### src/rtl/tmr_pkg.sv
// ============================================================
// Shared constants, types and helpers of the timer block.
package tmr_pkg;
	localparam int CNT_W      = 26;
	localparam int FIFO_DEPTH = 8;
	localparam int LVL_W      = 4;
	localparam int PTR_W      = 3;
	localparam int DMA_W      = 13;
	localparam int ADDR_W     = 6;
	localparam int EV_W       = 5;

	// Byte offsets of the word registers.
	localparam logic [ADDR_W-1:0] OFS_MODE   = 6'h00;
	localparam logic [ADDR_W-1:0] OFS_IEN    = 6'h04;
	localparam logic [ADDR_W-1:0] OFS_FLAG   = 6'h08;
	localparam logic [ADDR_W-1:0] OFS_LEVEL  = 6'h0c;
	localparam logic [ADDR_W-1:0] OFS_COUNT  = 6'h10;
	localparam logic [ADDR_W-1:0] OFS_FINAL  = 6'h14;
	localparam logic [ADDR_W-1:0] OFS_FIFO   = 6'h18;
	localparam logic [ADDR_W-1:0] OFS_DMACTL = 6'h1c;
	localparam logic [ADDR_W-1:0] OFS_DMABEG = 6'h20;
	localparam logic [ADDR_W-1:0] OFS_DMAEND = 6'h24;
	localparam logic [ADDR_W-1:0] OFS_DMANOW = 6'h28;

	// Event bit positions, shared by enable and flag registers.
	localparam int EV_CYC  = 0;
	localparam int EV_ACT  = 1;
	localparam int EV_HALF = 2;
	localparam int EV_DMA  = 3;
	localparam int EV_OVF  = 4;

	// Mode register fields.
	localparam int MB_IN   = 0;
	localparam int MB_CLR  = 1;
	localparam int MB_CEN  = 2;
	localparam int MB_OEN  = 3;
	localparam int MB_SUB  = 4;
	localparam int MB_EDGE = 6;

	// DMA control fields.
	localparam int DB_ON   = 0;
	localparam int DB_WRAP = 2;

	// Reset values and writable masks.
	localparam logic [7:0]       MODE_RST     = 8'h02;
	localparam logic [7:0]       MODE_MASK    = 8'hdf;
	localparam logic [7:0]       DMACTL_MASK  = 8'h05;
	localparam logic [EV_W-1:0]  IEN_MASK_ALL = 5'h1f;
	localparam logic [EV_W-1:0]  IEN_MASK_NDM = 5'h17;
	localparam logic [EV_W-1:0]  EV_RST       = 5'h00;
	localparam logic [CNT_W-1:0] CNT_RST      = 26'h0000000;
	localparam logic [DMA_W-1:0] DMA_RST      = 13'h0000;
	localparam logic [LVL_W-1:0] HALF_LVL     = 4'h4;
	localparam logic [LVL_W-1:0] FULL_LVL     = 4'h8;
	localparam logic [LVL_W-1:0] DMA_ROOM     = 4'h6;

	typedef enum logic [1:0] {TMR_TIMING, TMR_PWM, TMR_CAPTURE, TMR_COUNT} tmr_mode_t;

	// Byte-lane merge of a 32-bit register write.
	function automatic logic [31:0] tmr_merge(input logic [31:0] old, input logic [31:0] wd,
		input logic [3:0] be);
		logic [31:0] r;
		r = old;
		for (int i = 0; i < 4; i++) begin
			if (be[i]) begin
				r[i*8 +: 8] = wd[i*8 +: 8];
			end
		end
		return r;
	endfunction

	// Edge selection: 01 any edge, 10 falling, 11 rising, 00 none.
	function automatic logic tmr_edge_hit(input logic [1:0] sel, input logic cur, input logic prev);
		return (sel == 2'b01 && cur != prev) || (sel == 2'b10 && prev && !cur) ||
			(sel == 2'b11 && !prev && cur);
	endfunction

	// Last pass of a repeated duty value: 1, 4, 8 or 16 passes.
	function automatic logic tmr_rep_last(input logic [1:0] sel, input logic [3:0] rep);
		return (sel == 2'b00) || (sel == 2'b01 && rep == 4'h3) || (sel == 2'b10 && rep == 4'h7) ||
			(sel == 2'b11 && rep == 4'hf);
	endfunction
endpackage

### src/rtl/tmr_fifo_if.sv
`timescale 1ns/10ps
// ============================================================
// Link between the timer core and its data FIFO.
interface tmr_fifo_if;
	import tmr_pkg::*;
	logic             clear;
	logic             push;
	logic             pop;
	logic [CNT_W-1:0] wdata;
	logic [CNT_W-1:0] rdata;
	logic [LVL_W-1:0] level;
	modport owner (output clear, push, pop, wdata, input rdata, level);
	modport store (input clear, push, pop, wdata, output rdata, level);
endinterface

### src/rtl/tmr_core.sv
`timescale 1ns/10ps
// ============================================================
// Timer core: events, FIFO, counter, final count and DMA control.
// Operation
// - overflow event when FIFO fills in capture mode or drains in PWM mode
// - DMA-done enable only on DMA instances
// - half event at four entries threshold
// - data event on capture or active end
// - cycle event on timeout or period end
// - flag stays until software writes one
// - DMA-done flag when buffer transfer completes
// - FIFO entry count readable, at most eight
// - live counter readable, 26 bits
// - final count meaning depends on mode
// - only low 26 final bits used
// - final count write clears live counter
// - FIFO port read pops, write pushes
// - address wraps to start or stops
// - DMA enable starts and stops transfers
// - clear-all empties FIFO, counter and flags
// - mode select picks input or output modes
// - DMA stop address exclusive, word aligned
module tmr_core #(
	parameter bit DMA_CAPABLE = 1'b1
) (
	// Clock and reset.
	input  wire logic                        clk,
	input  wire logic                        reset_n,
	// Avalon-MM register slave.
	input  wire logic [tmr_pkg::ADDR_W-1:0]  avs_address,
	input  wire logic                        avs_read,
	input  wire logic                        avs_write,
	input  wire logic [31:0]                 avs_writedata,
	input  wire logic [3:0]                  avs_byteenable,
	output logic      [31:0]                 avs_readdata,
	output logic                             avs_waitrequest,
	// Timer pin.
	input  wire logic                        tmr_pin_in,
	output logic                             tmr_pin_out,
	output logic                             tmr_pin_oe,
	// Interrupt request.
	output logic                             irq,
	// DMA memory port, word addressed by byte address.
	output logic                             dma_req,
	output logic                             dma_we,
	output logic      [tmr_pkg::DMA_W+1:0]   dma_addr,
	output logic      [31:0]                 dma_wdata,
	input  wire logic                        dma_ack,
	input  wire logic [31:0]                 dma_rdata
);
	import tmr_pkg::*;

	tmr_fifo_if ff ();
	tmr_fifo u_fifo (.clk(clk), .reset_n(reset_n), .f(ff));

	logic             wait_reg, wait_next;
	logic [31:0]      rdata_reg, rdata_next;
	logic [7:0]       mode_reg, mode_next, dctl_reg, dctl_next;
	logic [EV_W-1:0]  ien_reg, ien_next, flag_reg, flag_next, ev, clr_mask;
	logic [CNT_W-1:0] final_reg, final_next, cnt_reg, cnt_next, duty_reg, duty_next;
	logic [3:0]       rep_reg, rep_next;
	logic [LVL_W-1:0] lvl_prev_reg;
	logic             half_prev_reg, irq_reg, pout_reg, pout_next, poe_reg, poe_next;
	logic             in_s1_reg, in_s2_reg, in_prev_reg;
	logic [DMA_W-1:0] beg_reg, beg_next, stop_reg, stop_next, now_reg, now_next, now_inc;
	logic             dreq_reg, dreq_next, dwe_reg, dwe_next, halt_reg, halt_next;
	logic [31:0]      dwd_reg, dwd_next;
	logic             acc, wr_acc, rd_acc, clr_all, cen, hit, period_end, half_cond;
	logic             dma_run, dma_push, dma_pop, cap_push, pwm_load, bus_push, bus_pop;
	tmr_mode_t        mode;

	// ============================================================
	// Bus handshake: a request waits one cycle, then is taken.
	assign acc    = (avs_read || avs_write) && !wait_reg;
	assign wr_acc = avs_write && !wait_reg;
	assign rd_acc = avs_read && !wait_reg;

	// Waitrequest drops for exactly one cycle; read data is latched beforehand.
	always_comb begin
		wait_next  = acc || !(avs_read || avs_write);
		rdata_next = rdata_reg;
		if (avs_read && wait_reg) begin
			unique case (avs_address)
				OFS_MODE:   rdata_next = {24'h0, mode_reg};
				OFS_IEN:    rdata_next = {27'h0, ien_reg};
				OFS_FLAG:   rdata_next = {27'h0, flag_reg};
				OFS_LEVEL:  rdata_next = {28'h0, ff.level};
				OFS_COUNT:  rdata_next = {6'h0, cnt_reg};
				OFS_FINAL:  rdata_next = {6'h0, final_reg};
				OFS_FIFO:   rdata_next = {6'h0, ff.rdata};
				OFS_DMACTL: rdata_next = {24'h0, dctl_reg};
				OFS_DMABEG: rdata_next = {17'h0, beg_reg, 2'b00};
				OFS_DMAEND: rdata_next = {17'h0, stop_reg, 2'b00};
				OFS_DMANOW: rdata_next = {17'h0, now_reg, 2'b00};
				default:    rdata_next = 32'h0;
			endcase
		end
	end

	always_ff @(posedge clk) begin
		if (!reset_n) begin
			wait_reg  <= 1'b1;
			rdata_reg <= 32'h0;
		end else begin
			wait_reg  <= wait_next;
			rdata_reg <= rdata_next;
		end
	end

	// ============================================================
	// Pin input synchroniser; edges are found from the second stage and its delayed copy.
	always_ff @(posedge clk) begin
		if (!reset_n) begin
			in_s1_reg   <= 1'b0;
			in_s2_reg   <= 1'b0;
			in_prev_reg <= 1'b0;
		end else begin
			in_s1_reg   <= tmr_pin_in;
			in_s2_reg   <= in_s1_reg;
			in_prev_reg <= in_s2_reg;
		end
	end

	// ============================================================
	// Mode decode: output enable picks PWM over plain timing.
	always_comb begin
		if (mode_reg[MB_IN]) begin
			mode = mode_reg[MB_SUB] ? TMR_COUNT : TMR_CAPTURE;
		end else begin
			mode = mode_reg[MB_OEN] ? TMR_PWM : TMR_TIMING;
		end
	end

	assign clr_all    = mode_reg[MB_CLR];
	assign cen        = mode_reg[MB_CEN] && !clr_all;
	assign hit        = tmr_edge_hit(mode_reg[MB_EDGE +: 2], in_s2_reg, in_prev_reg);
	// Final count sets period, PWM total or capture timeout alike.
	assign period_end = cen && mode != TMR_COUNT && cnt_reg == final_reg - 26'h1;
	assign half_cond  = (mode == TMR_CAPTURE) ? (ff.level >= HALF_LVL) : (ff.level < HALF_LVL);
	assign dma_run    = DMA_CAPABLE && dctl_reg[DB_ON] && !halt_reg;

	// ============================================================
	// FIFO traffic. DMA owns the data port while it runs, so a bus
	// push or pop is dropped then; this keeps one producer per side.
	assign cap_push = cen && mode == TMR_CAPTURE && hit;
	assign pwm_load = period_end && mode == TMR_PWM && tmr_rep_last(mode_reg[MB_EDGE +: 2], rep_reg);
	assign dma_push = dreq_reg && dma_ack && !dwe_reg;
	assign dma_pop  = dma_run && !dreq_reg && mode == TMR_CAPTURE && ff.level != 4'h0;
	assign bus_push = wr_acc && avs_address == OFS_FIFO && !dma_run && !cap_push && !dma_push;
	assign bus_pop  = rd_acc && avs_address == OFS_FIFO && !dma_run && !pwm_load;

	always_comb begin
		ff.clear = clr_all;
		ff.push  = cap_push || dma_push || bus_push;
		ff.pop   = pwm_load || dma_pop || bus_pop;
		if (cap_push) begin
			ff.wdata = cnt_reg;
		end else if (dma_push) begin
			ff.wdata = dma_rdata[CNT_W-1:0];
		end else begin
			ff.wdata = avs_writedata[CNT_W-1:0];
		end
	end

	// ============================================================
	// Hardware events of this cycle.
	always_comb begin
		ev = EV_RST;
		ev[EV_CYC] = period_end || (cen && mode == TMR_COUNT && hit && cnt_reg == final_reg);
		ev[EV_ACT] = cap_push ||
			(cen && mode == TMR_PWM && cnt_reg == duty_reg && duty_reg != 26'h0);
		ev[EV_HALF] = half_cond && !half_prev_reg;
		ev[EV_OVF] = (mode == TMR_CAPTURE && ff.level == FULL_LVL && lvl_prev_reg != FULL_LVL) ||
			(mode == TMR_PWM && ff.level == 4'h0 && lvl_prev_reg != 4'h0);
		ev[EV_DMA] = dreq_reg && dma_ack && now_inc == stop_reg;
		if (clr_all) begin
			ev = EV_RST;
		end
	end

	// ============================================================
	// Software registers and sticky flags.
	always_comb begin
		logic [31:0] m;
		m = 32'h0;
		mode_next  = mode_reg;
		ien_next   = ien_reg;
		final_next = final_reg;
		dctl_next  = dctl_reg;
		beg_next   = beg_reg;
		stop_next  = stop_reg;
		clr_mask   = EV_RST;
		if (wr_acc) begin
			unique case (avs_address)
				OFS_MODE: begin
					m = tmr_merge({24'h0, mode_reg}, avs_writedata, avs_byteenable);
					mode_next = m[7:0] & MODE_MASK;
				end
				OFS_IEN: begin
					m = tmr_merge({27'h0, ien_reg}, avs_writedata, avs_byteenable);
					ien_next = m[EV_W-1:0] & (DMA_CAPABLE ? IEN_MASK_ALL : IEN_MASK_NDM);
				end
				OFS_FLAG: begin
					clr_mask = avs_byteenable[0] ? avs_writedata[EV_W-1:0] : EV_RST;
				end
				OFS_FINAL: begin
					m = tmr_merge({6'h0, final_reg}, avs_writedata, avs_byteenable);
					final_next = m[CNT_W-1:0];
				end
				OFS_DMACTL: begin
					m = tmr_merge({24'h0, dctl_reg}, avs_writedata, avs_byteenable);
					dctl_next = DMA_CAPABLE ? (m[7:0] & DMACTL_MASK) : 8'h00;
				end
				OFS_DMABEG: begin
					m = tmr_merge({17'h0, beg_reg, 2'b00}, avs_writedata, avs_byteenable);
					beg_next = m[DMA_W+1:2];
				end
				OFS_DMAEND: begin
					m = tmr_merge({17'h0, stop_reg, 2'b00}, avs_writedata, avs_byteenable);
					stop_next = m[DMA_W+1:2];
				end
				default: begin
				end
			endcase
		end
		// Zero bits clear nothing and a same-cycle event survives.
		flag_next = clr_all ? EV_RST : ((flag_reg & ~clr_mask) | ev);
	end

	always_ff @(posedge clk) begin
		if (!reset_n) begin
			mode_reg      <= MODE_RST;
			ien_reg       <= EV_RST;
			flag_reg      <= EV_RST;
			final_reg     <= CNT_RST;
			dctl_reg      <= 8'h00;
			beg_reg       <= DMA_RST;
			stop_reg      <= DMA_RST;
			irq_reg       <= 1'b0;
			half_prev_reg <= 1'b0;
			lvl_prev_reg  <= 4'h0;
		end else begin
			mode_reg      <= mode_next;
			ien_reg       <= ien_next;
			flag_reg      <= flag_next;
			final_reg     <= final_next;
			dctl_reg      <= dctl_next;
			beg_reg       <= beg_next;
			stop_reg      <= stop_next;
			irq_reg       <= |(flag_reg & ien_reg);
			half_prev_reg <= half_cond;
			lvl_prev_reg  <= ff.level;
		end
	end

	// ============================================================
	// Counter, PWM duty and pin. Active level is high unless polarity is set.
	always_comb begin
		cnt_next  = cnt_reg;
		duty_next = duty_reg;
		rep_next  = rep_reg;
		if (clr_all || (wr_acc && avs_address == OFS_FINAL)) begin
			cnt_next = CNT_RST;
			rep_next = 4'h0;
		end else if (cen) begin
			unique case (mode)
				TMR_COUNT: begin
					if (hit) begin
						cnt_next = (cnt_reg == final_reg) ? CNT_RST : cnt_reg + 26'h1;
					end
				end
				TMR_CAPTURE: begin
					cnt_next = (hit || period_end) ? CNT_RST : cnt_reg + 26'h1;
				end
				TMR_TIMING, TMR_PWM: begin
					cnt_next = period_end ? CNT_RST : cnt_reg + 26'h1;
					if (period_end && mode == TMR_PWM) begin
						rep_next = pwm_load ? 4'h0 : rep_reg + 4'h1;
						if (pwm_load && ff.level != 4'h0) begin
							duty_next = ff.rdata;
						end
					end
				end
			endcase
		end
		poe_next  = mode == TMR_PWM;
		pout_next = (mode == TMR_PWM && cen && cnt_reg < duty_reg) ^ mode_reg[MB_SUB];
	end

	always_ff @(posedge clk) begin
		if (!reset_n) begin
			cnt_reg  <= CNT_RST;
			duty_reg <= CNT_RST;
			rep_reg  <= 4'h0;
			pout_reg <= 1'b0;
			poe_reg  <= 1'b0;
		end else begin
			cnt_reg  <= cnt_next;
			duty_reg <= duty_next;
			rep_reg  <= rep_next;
			pout_reg <= pout_next;
			poe_reg  <= poe_next;
		end
	end

	// ============================================================
	// DMA engine: one word at a time; a started word always completes.
	assign now_inc = now_reg + 13'h1;

	always_comb begin
		dreq_next = dreq_reg;
		dwe_next  = dwe_reg;
		dwd_next  = dwd_reg;
		now_next  = now_reg;
		halt_next = halt_reg;
		if (wr_acc && (avs_address == OFS_DMACTL || avs_address == OFS_DMABEG)) begin
			now_next  = beg_next;
			halt_next = 1'b0;
		end else if (dreq_reg) begin
			if (dma_ack) begin
				dreq_next = 1'b0;
				now_next  = now_inc;
				if (now_inc == stop_reg) begin
					now_next  = dctl_reg[DB_WRAP] ? beg_reg : now_inc;
					halt_next = !dctl_reg[DB_WRAP];
				end
			end
		end else if (dma_pop) begin
			dreq_next = 1'b1;
			dwe_next  = 1'b1;
			dwd_next  = {6'h0, ff.rdata};
		end else if (dma_run && mode == TMR_PWM && ff.level <= DMA_ROOM && !clr_all) begin
			dreq_next = 1'b1;
			dwe_next  = 1'b0;
		end
	end

	always_ff @(posedge clk) begin
		if (!reset_n) begin
			dreq_reg <= 1'b0;
			dwe_reg  <= 1'b0;
			dwd_reg  <= 32'h0;
			now_reg  <= DMA_RST;
			halt_reg <= 1'b0;
		end else begin
			dreq_reg <= dreq_next;
			dwe_reg  <= dwe_next;
			dwd_reg  <= dwd_next;
			now_reg  <= now_next;
			halt_reg <= halt_next;
		end
	end

	// ============================================================
	// Outputs, all straight from flip-flops.
	assign avs_readdata    = rdata_reg;
	assign avs_waitrequest = wait_reg;
	assign tmr_pin_out     = pout_reg;
	assign tmr_pin_oe      = poe_reg;
	assign irq             = irq_reg;
	assign dma_req         = dreq_reg;
	assign dma_we          = dwe_reg;
	assign dma_addr        = {now_reg, 2'b00};
	assign dma_wdata       = dwd_reg;
endmodule

### src/rtl/tmr_fifo.sv
`timescale 1ns/10ps
// ============================================================
// Eight-entry data FIFO held in flip-flops.
module tmr_fifo (
	// Clock and reset.
	input wire logic clk,
	input wire logic reset_n,
	// Core side.
	tmr_fifo_if.store f
);
	import tmr_pkg::*;

	logic [CNT_W-1:0] mem_reg [FIFO_DEPTH];
	logic [CNT_W-1:0] mem_next [FIFO_DEPTH];
	logic [PTR_W-1:0] rd_reg, rd_next, wr_reg, wr_next;
	logic [LVL_W-1:0] lvl_reg, lvl_next;
	logic             do_push, do_pop;

	// A push into a full store or a pop from an empty one is ignored.
	always_comb begin
		do_push = f.push && lvl_reg != FULL_LVL;
		do_pop  = f.pop && lvl_reg != 4'h0;
		mem_next = mem_reg;
		rd_next  = rd_reg;
		wr_next  = wr_reg;
		lvl_next = lvl_reg;
		if (f.clear) begin
			rd_next  = 3'h0;
			wr_next  = 3'h0;
			lvl_next = 4'h0;
		end else begin
			if (do_push) begin
				mem_next[wr_reg] = f.wdata;
				wr_next = wr_reg + 3'h1;
			end
			if (do_pop) begin
				rd_next = rd_reg + 3'h1;
			end
			lvl_next = lvl_reg + {3'h0, do_push} - {3'h0, do_pop};
		end
	end

	// State registers; data words need no reset.
	always_ff @(posedge clk) begin
		mem_reg <= mem_next;
		if (!reset_n) begin
			rd_reg  <= 3'h0;
			wr_reg  <= 3'h0;
			lvl_reg <= 4'h0;
		end else begin
			rd_reg  <= rd_next;
			wr_reg  <= wr_next;
			lvl_reg <= lvl_next;
		end
	end

	assign f.rdata = mem_reg[rd_reg];
	assign f.level = lvl_reg;
endmodule

### config.mk
export PLATFORM = sky130hd
export DESIGN_NAME = tmr_core
export DESIGN_NICKNAME = d
export VERILOG_FILES = /design/src/rtl/tmr_pkg.sv /design/src/rtl/tmr_fifo_if.sv /design/src/rtl/tmr_core.sv /design/src/rtl/tmr_fifo.sv
export SDC_FILE = /design/constraint.sdc
export NUM_CORES = 1
export LEC_CHECK = 0
export BUFFER_PORTS_ARGS = -buffer_cell sky130_fd_sc_hd__buf_4
export CAP_MARGIN = 0
export CORE_MARGIN = 3
export CORE_UTILIZATION = 38
export CTS_CLUSTER_DIAMETER = 150
export CTS_CLUSTER_SIZE = 25
export DETAILED_ROUTE_END_ITERATION = 10
export PLACE_DENSITY = 0.61
export SYNTH_ARGS = -nofsm -noshare
export SYNTH_HDL_FRONTEND = slang
export SYNTH_SLANG_ARGS = --single-unit
### constraint.sdc
create_clock -name clk -period 10.7 [get_ports clk]
set_input_delay 2.14 -clock clk [delete_from_list [all_inputs] [get_ports clk]]
set_output_delay 2.14 -clock clk [all_outputs]
set_load 0.05 [all_outputs]
==> impl_results.md, run 1 <==
- Outcome: complete, no violations
- Register area: 10600 um^2
- Hold Crit Start: in_s2_reg
- Cell variety after synth: 75
- Seq/Total Area, Yosys: 52.4%
- Placeable Area: 51900 um^2
- Most common cell in the netlist: dfxtp_1
- Cell count after synthesis: 1831
- Post-CTS Setup Inserts: 0
- Port bufs: 138
- HPWL after DPL: 42.2 mm
- Worst vdd ir: 0.0986 mV
- Hold Worst Slack: 0.466 ns
- Crit path DAT: 5.32 ns
- Area of the multi-input gates: 8910 um^2
- Clock skew after layout: 0.0378 ns
- DR WL/cell: 23.4 um
- Die width: 237 um
- Reg2reg start: final_reg[0]
- Post-Synth Simple-Gate Area: 13.9%
- Worst path required time: 10.90 ns
- Synth Area per Inst: 11.0 um^2
- Worst slew margin: 24.4%
- Initial antenna violation count: 2
- Synth Register Bits: 425
- Endpoint class of the critical path: flip-flop
- WL final: 60.7 mm
- Maximum clock insertion buffer count: 3
- R2r setup slk: 6.27 ns
- Synth top cells by count: dfxtp_1 (217), nor2_1 (216), edfxtp_1 (208)
- ANT cells: 0
- Crit path launch type: input port
- Post-synthesis adder-cell area fraction: 2.64%
- Initial core utilization: 38.9%
- Post-synth top flop: dfxtp_1
- Largest net degree at the start of global routing: 88
- Tightest Pin Transition: 1.12 ns
- DRC: 0
- Row cnt: 83
- Final min period: 5.12 ns
- Die area: 56000 um^2
- Initial DRC count: 1525
- CP Launch Point: avs_address[5]
- Gr usage total: 21.0%
- Area Overhead vs Synth: 10.9%
- Resized cells post-CTS: 0
- CP Class: input port to flip-flop
- Fin nets: 2024
- Total number of vias: 14800
- Fraction of layout cells with a size suffix above 1: 15.0%
- Period Utilization, post-route: 47.8%
- Hold Vio Cnt, Final: 0
- Mux contribution to synthesized area: 12.7%
- Vias in the first global route: 14600
- TritonRoute pass-1 iters: 7
- CTS H-tree lvls: 1
- Gr ovfl total: 0
- Clock transition at path regs: 0.11 ns
- Maxcap violations: 0
- TritonCTS clock tree: done
- PD cells: 120 nW/um^2
- Max reg flops: 208
- Wire length of the first global-routing pass: 90.9 mm
- Mapped Area: 20200 um^2
- Largest family of logic cells by synthesized area: simple AND/OR/NAND/NOR gates
- IO Pins: 165
- Synth Warn #: 0
- Top cell type's share of synthesized area: 30.9%
- # setup viols final: 0
- Post-route ant nets: 0
- Worst Path Max Fanout: 26
- Slew Limit Fails: 0
- Fmax: 0.195 GHz
- CTS root buf: clkbuf_16
- RSZ-0062 raised after global routing: no
- Skew-Pair Late Insertion Delay: 0.57 ns
- Setup TNS Final: 0 ns
- Vias per inst: 5.72
- Inserted Clock Buffers: 20
- Post-Synth XOR/XNOR Area: 3.73%
- Area leader, netlist: edfxtp_1
- Leak: 8.02 nW
- Fillers: 4906
- Async set-reset flop share out of synthesis: 0%
- Synth area leaders: edfxtp_1 (31%), dfxtp_1 (21%), mux2i_1 (6.4%), mux4_2 (5.8%), nor2_1 (4.0%)
- Worst Hold Class: flip-flop to flip-flop
- CTS Sinks: 425
- GPL Wtd Cong: 0.927
- Post-synth EDFFs: 208
- Compound-Gate Fraction of Synth Area: 10.5%
- Post-CTS Hold Buffers: 0
- Die H: 237 um
==> power by group <==
group	leakage (nW)	internal, W	total, W	switching [W]
clock	0.268	0.000357	0.000877	0.000519
combinational	4.14	0.0000265	0.0000978	0.0000713
sequential	3.62	0.00170	0.00170	0.00000118
total	8.02	0.00209	0.00268	0.000592
==> final timing paths <==
| kind | to | depth (start not counted) |
|---|---|---|
| hold / removal | in_prev_reg | 2 |
| setup reg to reg | u_fifo.f.level[2] | 16 |
| hold reg to reg | in_prev_reg | 2 |
| setup / recovery | u_fifo.mem_reg[187] | 8 |
==> worst max-delay path: stages <==
cell	delay, ns
buf_4	0.14
or4b_2	0.77
nor2_1	0.26
nand3_1	0.15
a32oi_1	0.67
or3b_2	0.58
nor3_2	0.13
buf_4	0.42
==> per-layer routing <==
layer	up-vias	wire length (um)	track usage, %
met5	-	0	0
met2	451	28600	34.8
met3	92	3370	2.69
met4	0	2090	6.54
met1	7421	26600	28.8
li1	6855	-	-
==> cells by family after synthesis <==
group | Yosys count
AO/OA/AOI/OAI | 320
XOR/XNOR | 86
adder cells (fa/ha/maj) | 42
buffers and inverters | 191
flip-flops | 425
multiplexers | 191
other | 1
AND/OR/NAND/NOR | 575
==> cells in the final DEF (no fill, tap or decap), types with 31 or more instances in the layout <==
| master | instances |
|---|---|
| a211oi_1 | 31 |
| a21oi_1 | 94 |
| a22oi_1 | 55 |
| and2_1 | 32 |
| buf_4 | 169 |
| dfxtp_1 | 214 |
| edfxtp_1 | 208 |
| ha_1 | 41 |
| inv_1 | 57 |
| mux2i_1 | 130 |
| mux4_2 | 52 |
| nand2_1 | 98 |
| nand3_1 | 59 |
| nor2_1 | 210 |
| nor3_1 | 37 |
| o21ai_0 | 36 |
| xnor2_1 | 48 |
| xor2_1 | 38 |
==> area by class of cell <==
cell class | instances | area share (%)
Timing Repair Buffer | 169 | 5.66
Inverter | 58 | 0.983
Multi-Input combinational cell | 1228 | 39.8
Sequential cell | 425 | 47.3
Tap cell | 680 | 3.80
Clock inverter | 1 | 0.0726
Clock buffer | 32 | 2.43
==> per-stage QoR <==
stage | cells | utilization [%] | power, W | setup WS (ns) | cell area, um^2
6_report | 2593 | 43.2 | 0.00268 | 5.58 | 22400
5_1_grt | 2593 | 43.2 | 0.00276 | 5.48 | 22400
4_1_cts | 2593 | 43.2 | 0.00271 | 5.61 | 22400
3_5_place_dp | 2560 | 42.1 | 0.00184 | 5.03 | 21800
3_3_place_gp | 2560 | 42.1 | 0.00184 | 5.07 | 21800
2_1_floorplan | 1844 | - | 0.00179 | 4.22 | 20300
Power figures use the tool's default switching activity.
==> run 2, diff against run 1 <==
- PLACE_DENSITY: 0.61 -> 0.63
- clock period: 10.7 -> 4.15 ns (I/O delays scaled with it)
==> impl_results.md, run 2 (synthesis results as in run 1) <==
- Total number of vias: 15200 (+2.7%)
- Initial antenna violation count: 0 (-2)
- Port bufs: 138 (unchanged)
- Row cnt: 83 (unchanged)
- Clock skew after layout: 0.0227 ns (-0.0151 ns)
- ANT cells: 0 (unchanged)
- Slew Limit Fails: 0 (unchanged)
- Die width: 237 um (unchanged)
- Tightest Pin Transition: 0.836 ns (-0.288 ns)
- # setup viols final: 0 (unchanged)
- DRC: 0 (unchanged)
- Worst Path Max Fanout: 7 (-73%)
- Setup TNS Final: 0 ns (unchanged)
- Final min period: 3.91 ns
- PD cells: 302 nW/um^2 (+150%)
- Wire length of the first global-routing pass: 93.0 mm (+2.3%)
- Largest net degree at the start of global routing: 65 (-26%)
- Leak: 8.29 nW (+3.2%)
- CTS root buf: clkbuf_16
- Worst Hold Class: flip-flop to flip-flop
- Worst-path cell chain: nor4_4 > nand3_1 > nor4_4 > mux2i_1 > or4_4 > nor4_2 > or2_2 > ha_1 > inv_1 > ha_1 > a21o_1 > a21oi_1 > xnor2_1 > nor2_1
- TritonRoute pass-1 iters: 7 (unchanged)
- Skew-Pair Late Insertion Delay: 0.57 ns (about the same)
- Commonest non-fill, non-tap cell in the layout: dfxtp_1
- Area Overhead vs Synth: 13.4%
- CTS Sinks: 425 (unchanged)
- Clock transition at path regs: 0.12 ns (about the same)
- DR WL/cell: 23.4 um (-0.15%)
- Worst path required time: 4.59 ns (-6.31 ns)
- RSZ-0062 raised after global routing: no
- Hold Vio Cnt, Final: 0 (unchanged)
- CP Class: flip-flop to flip-flop
- Die H: 237 um (unchanged)
- TritonCTS clock tree: done
- CTS H-tree lvls: 1 (unchanged)
- Period Utilization, post-route: 94.2%
- Crit path DAT: 4.35 ns (-0.97 ns)
- Worst slew margin: 42.6% (+18 points)
- HPWL after DPL: 44.1 mm (+4.4%)
- Gr ovfl total: 0 (unchanged)
- Place WS: 0.201 ns (-4.83 ns)
- Worst vdd ir: 0.256 mV (+160%)
- Initial DRC count: 1390 (-8.9%)
- Final WS setup: 0.242 ns (-5.34 ns)
- GPL Wtd Cong: 0.960 (+3.6%)
- Power, Total: 0.00693 W (+160%)
- Vias per inst: 5.77 (+0.91%)
- CP max stage cell: or4_4
- Maxcap violations: 0 (unchanged)
- Crit-path max cell delay: 0.61 ns (-0.16 ns)
- Hold Worst Slack: 0.455 ns (-0.0104 ns)
- Endpoint class of the critical path: flip-flop
- Die area: 56000 um^2 (unchanged)
- Outcome: complete, no violations
- Crit path launch type: flip-flop
- Post-CTS Setup Inserts: 0 (unchanged)
- Gr usage total: 21.4% (+0.39 points)
- Placeable Area: 51900 um^2 (unchanged)
- WL final: 61.7 mm (+1.6%)
- Inserted Clock Buffers: 20 (unchanged)
- Post-CTS Hold Buffers: 0 (unchanged)
- Max reg flops: 208 (unchanged)
- IO Pins: 165 (unchanged)
- Vias in the first global route: 14700 (+0.55%)
- Fin nets: 2070 (+2.3%)
- Fmax: 0.256 GHz
- Post-route ant nets: 0 (unchanged)
- Commonest non-fill, non-tap cells in the layout: dfxtp_1 (214), nor2_1 (210), edfxtp_1 (208)
- Fillers: 4841 (-1.3%)
- Initial core utilization: 38.9% (unchanged)
- Maximum clock insertion buffer count: 3 (unchanged)
- Fraction of layout cells with a size suffix above 1: 17.0% (+2.0 points)
[run 2: worst max-delay path, delay by kind of cell, from the launching register on]
family / cells / cell delay, ns
AND/OR/NAND/NOR: 7 / 2.22
adder cells (fa/ha/maj): 2 / 0.47
flip-flops: 1 / 0.43
AO/OA/AOI/OAI: 2 / 0.33
XOR/XNOR: 1 / 0.13
multiplexers: 1 / 0.12
buffers and inverters: 1 / 0.06
[run 2: per-stage QoR]
| step | util [%] | area, um^2 | instances |
|---|---|---|---|
| after global placement | 43.0 | 22300 | 2606 |
| after floorplan | - | 20300 | 1844 |
| final | 44.1 | 22900 | 2639 |
| after detailed placement | 43.0 | 22300 | 2606 |
| after global routing | 44.1 | 22900 | 2639 |
| after CTS | 44.1 | 22900 | 2639 |
[run 2: worst paths after layout]
path | slack, ns | start | cells past startpoint | endpoint
worst max-delay path | 0.24 | final_reg[2] | 14 | u_fifo.f.level[3]
worst min-delay path | 0.46 | in_s2_reg | 2 | in_prev_reg
worst max register to register | 0.24 | final_reg[2] | 14 | u_fifo.f.level[3]
worst min register to register | 0.46 | in_s2_reg | 2 | in_prev_reg
[run 2: what timing repair did]
action,CTS,global route
setup endpoints to repair,0,3
endpoints found under the hold margin,0,0
resized for setup,0,2
[run 2: layout make-up]
class                   instances  area [um^2]  share of cell area (%)
flip-flops and latches        425        10600                    46.2
multi-input cells            1228         8940                    39.0
repair buffers                215         1750                    7.64
well taps                     680          851                    3.71
clock buffers                  32          546                    2.38
inverters                      58          220                   0.961
clock inverters                 1         16.3                  0.0710
[run 2: routing by layer]
metal / part of all wire (%) / wire (um) / vias up / global-route usage, %
met5: 0 / 0 / - / 0
met4: 2.8 / 1730 / 0 / 5.59
met3: 5.3 / 3280 / 89 / 2.07
met2: 48 / 29600 / 566 / 36.0
met1: 44 / 27100 / 7617 / 29.8
li1: - / - / 6947 / -
[run 2: where the power goes]
part | leakage (nW) | switching, W | internal (W)
combinational | 4.40 | 0.000187 | 0.0000695
sequential | 3.62 | 0.00000287 | 0.00439
clock | 0.268 | 0.00135 | 0.000921
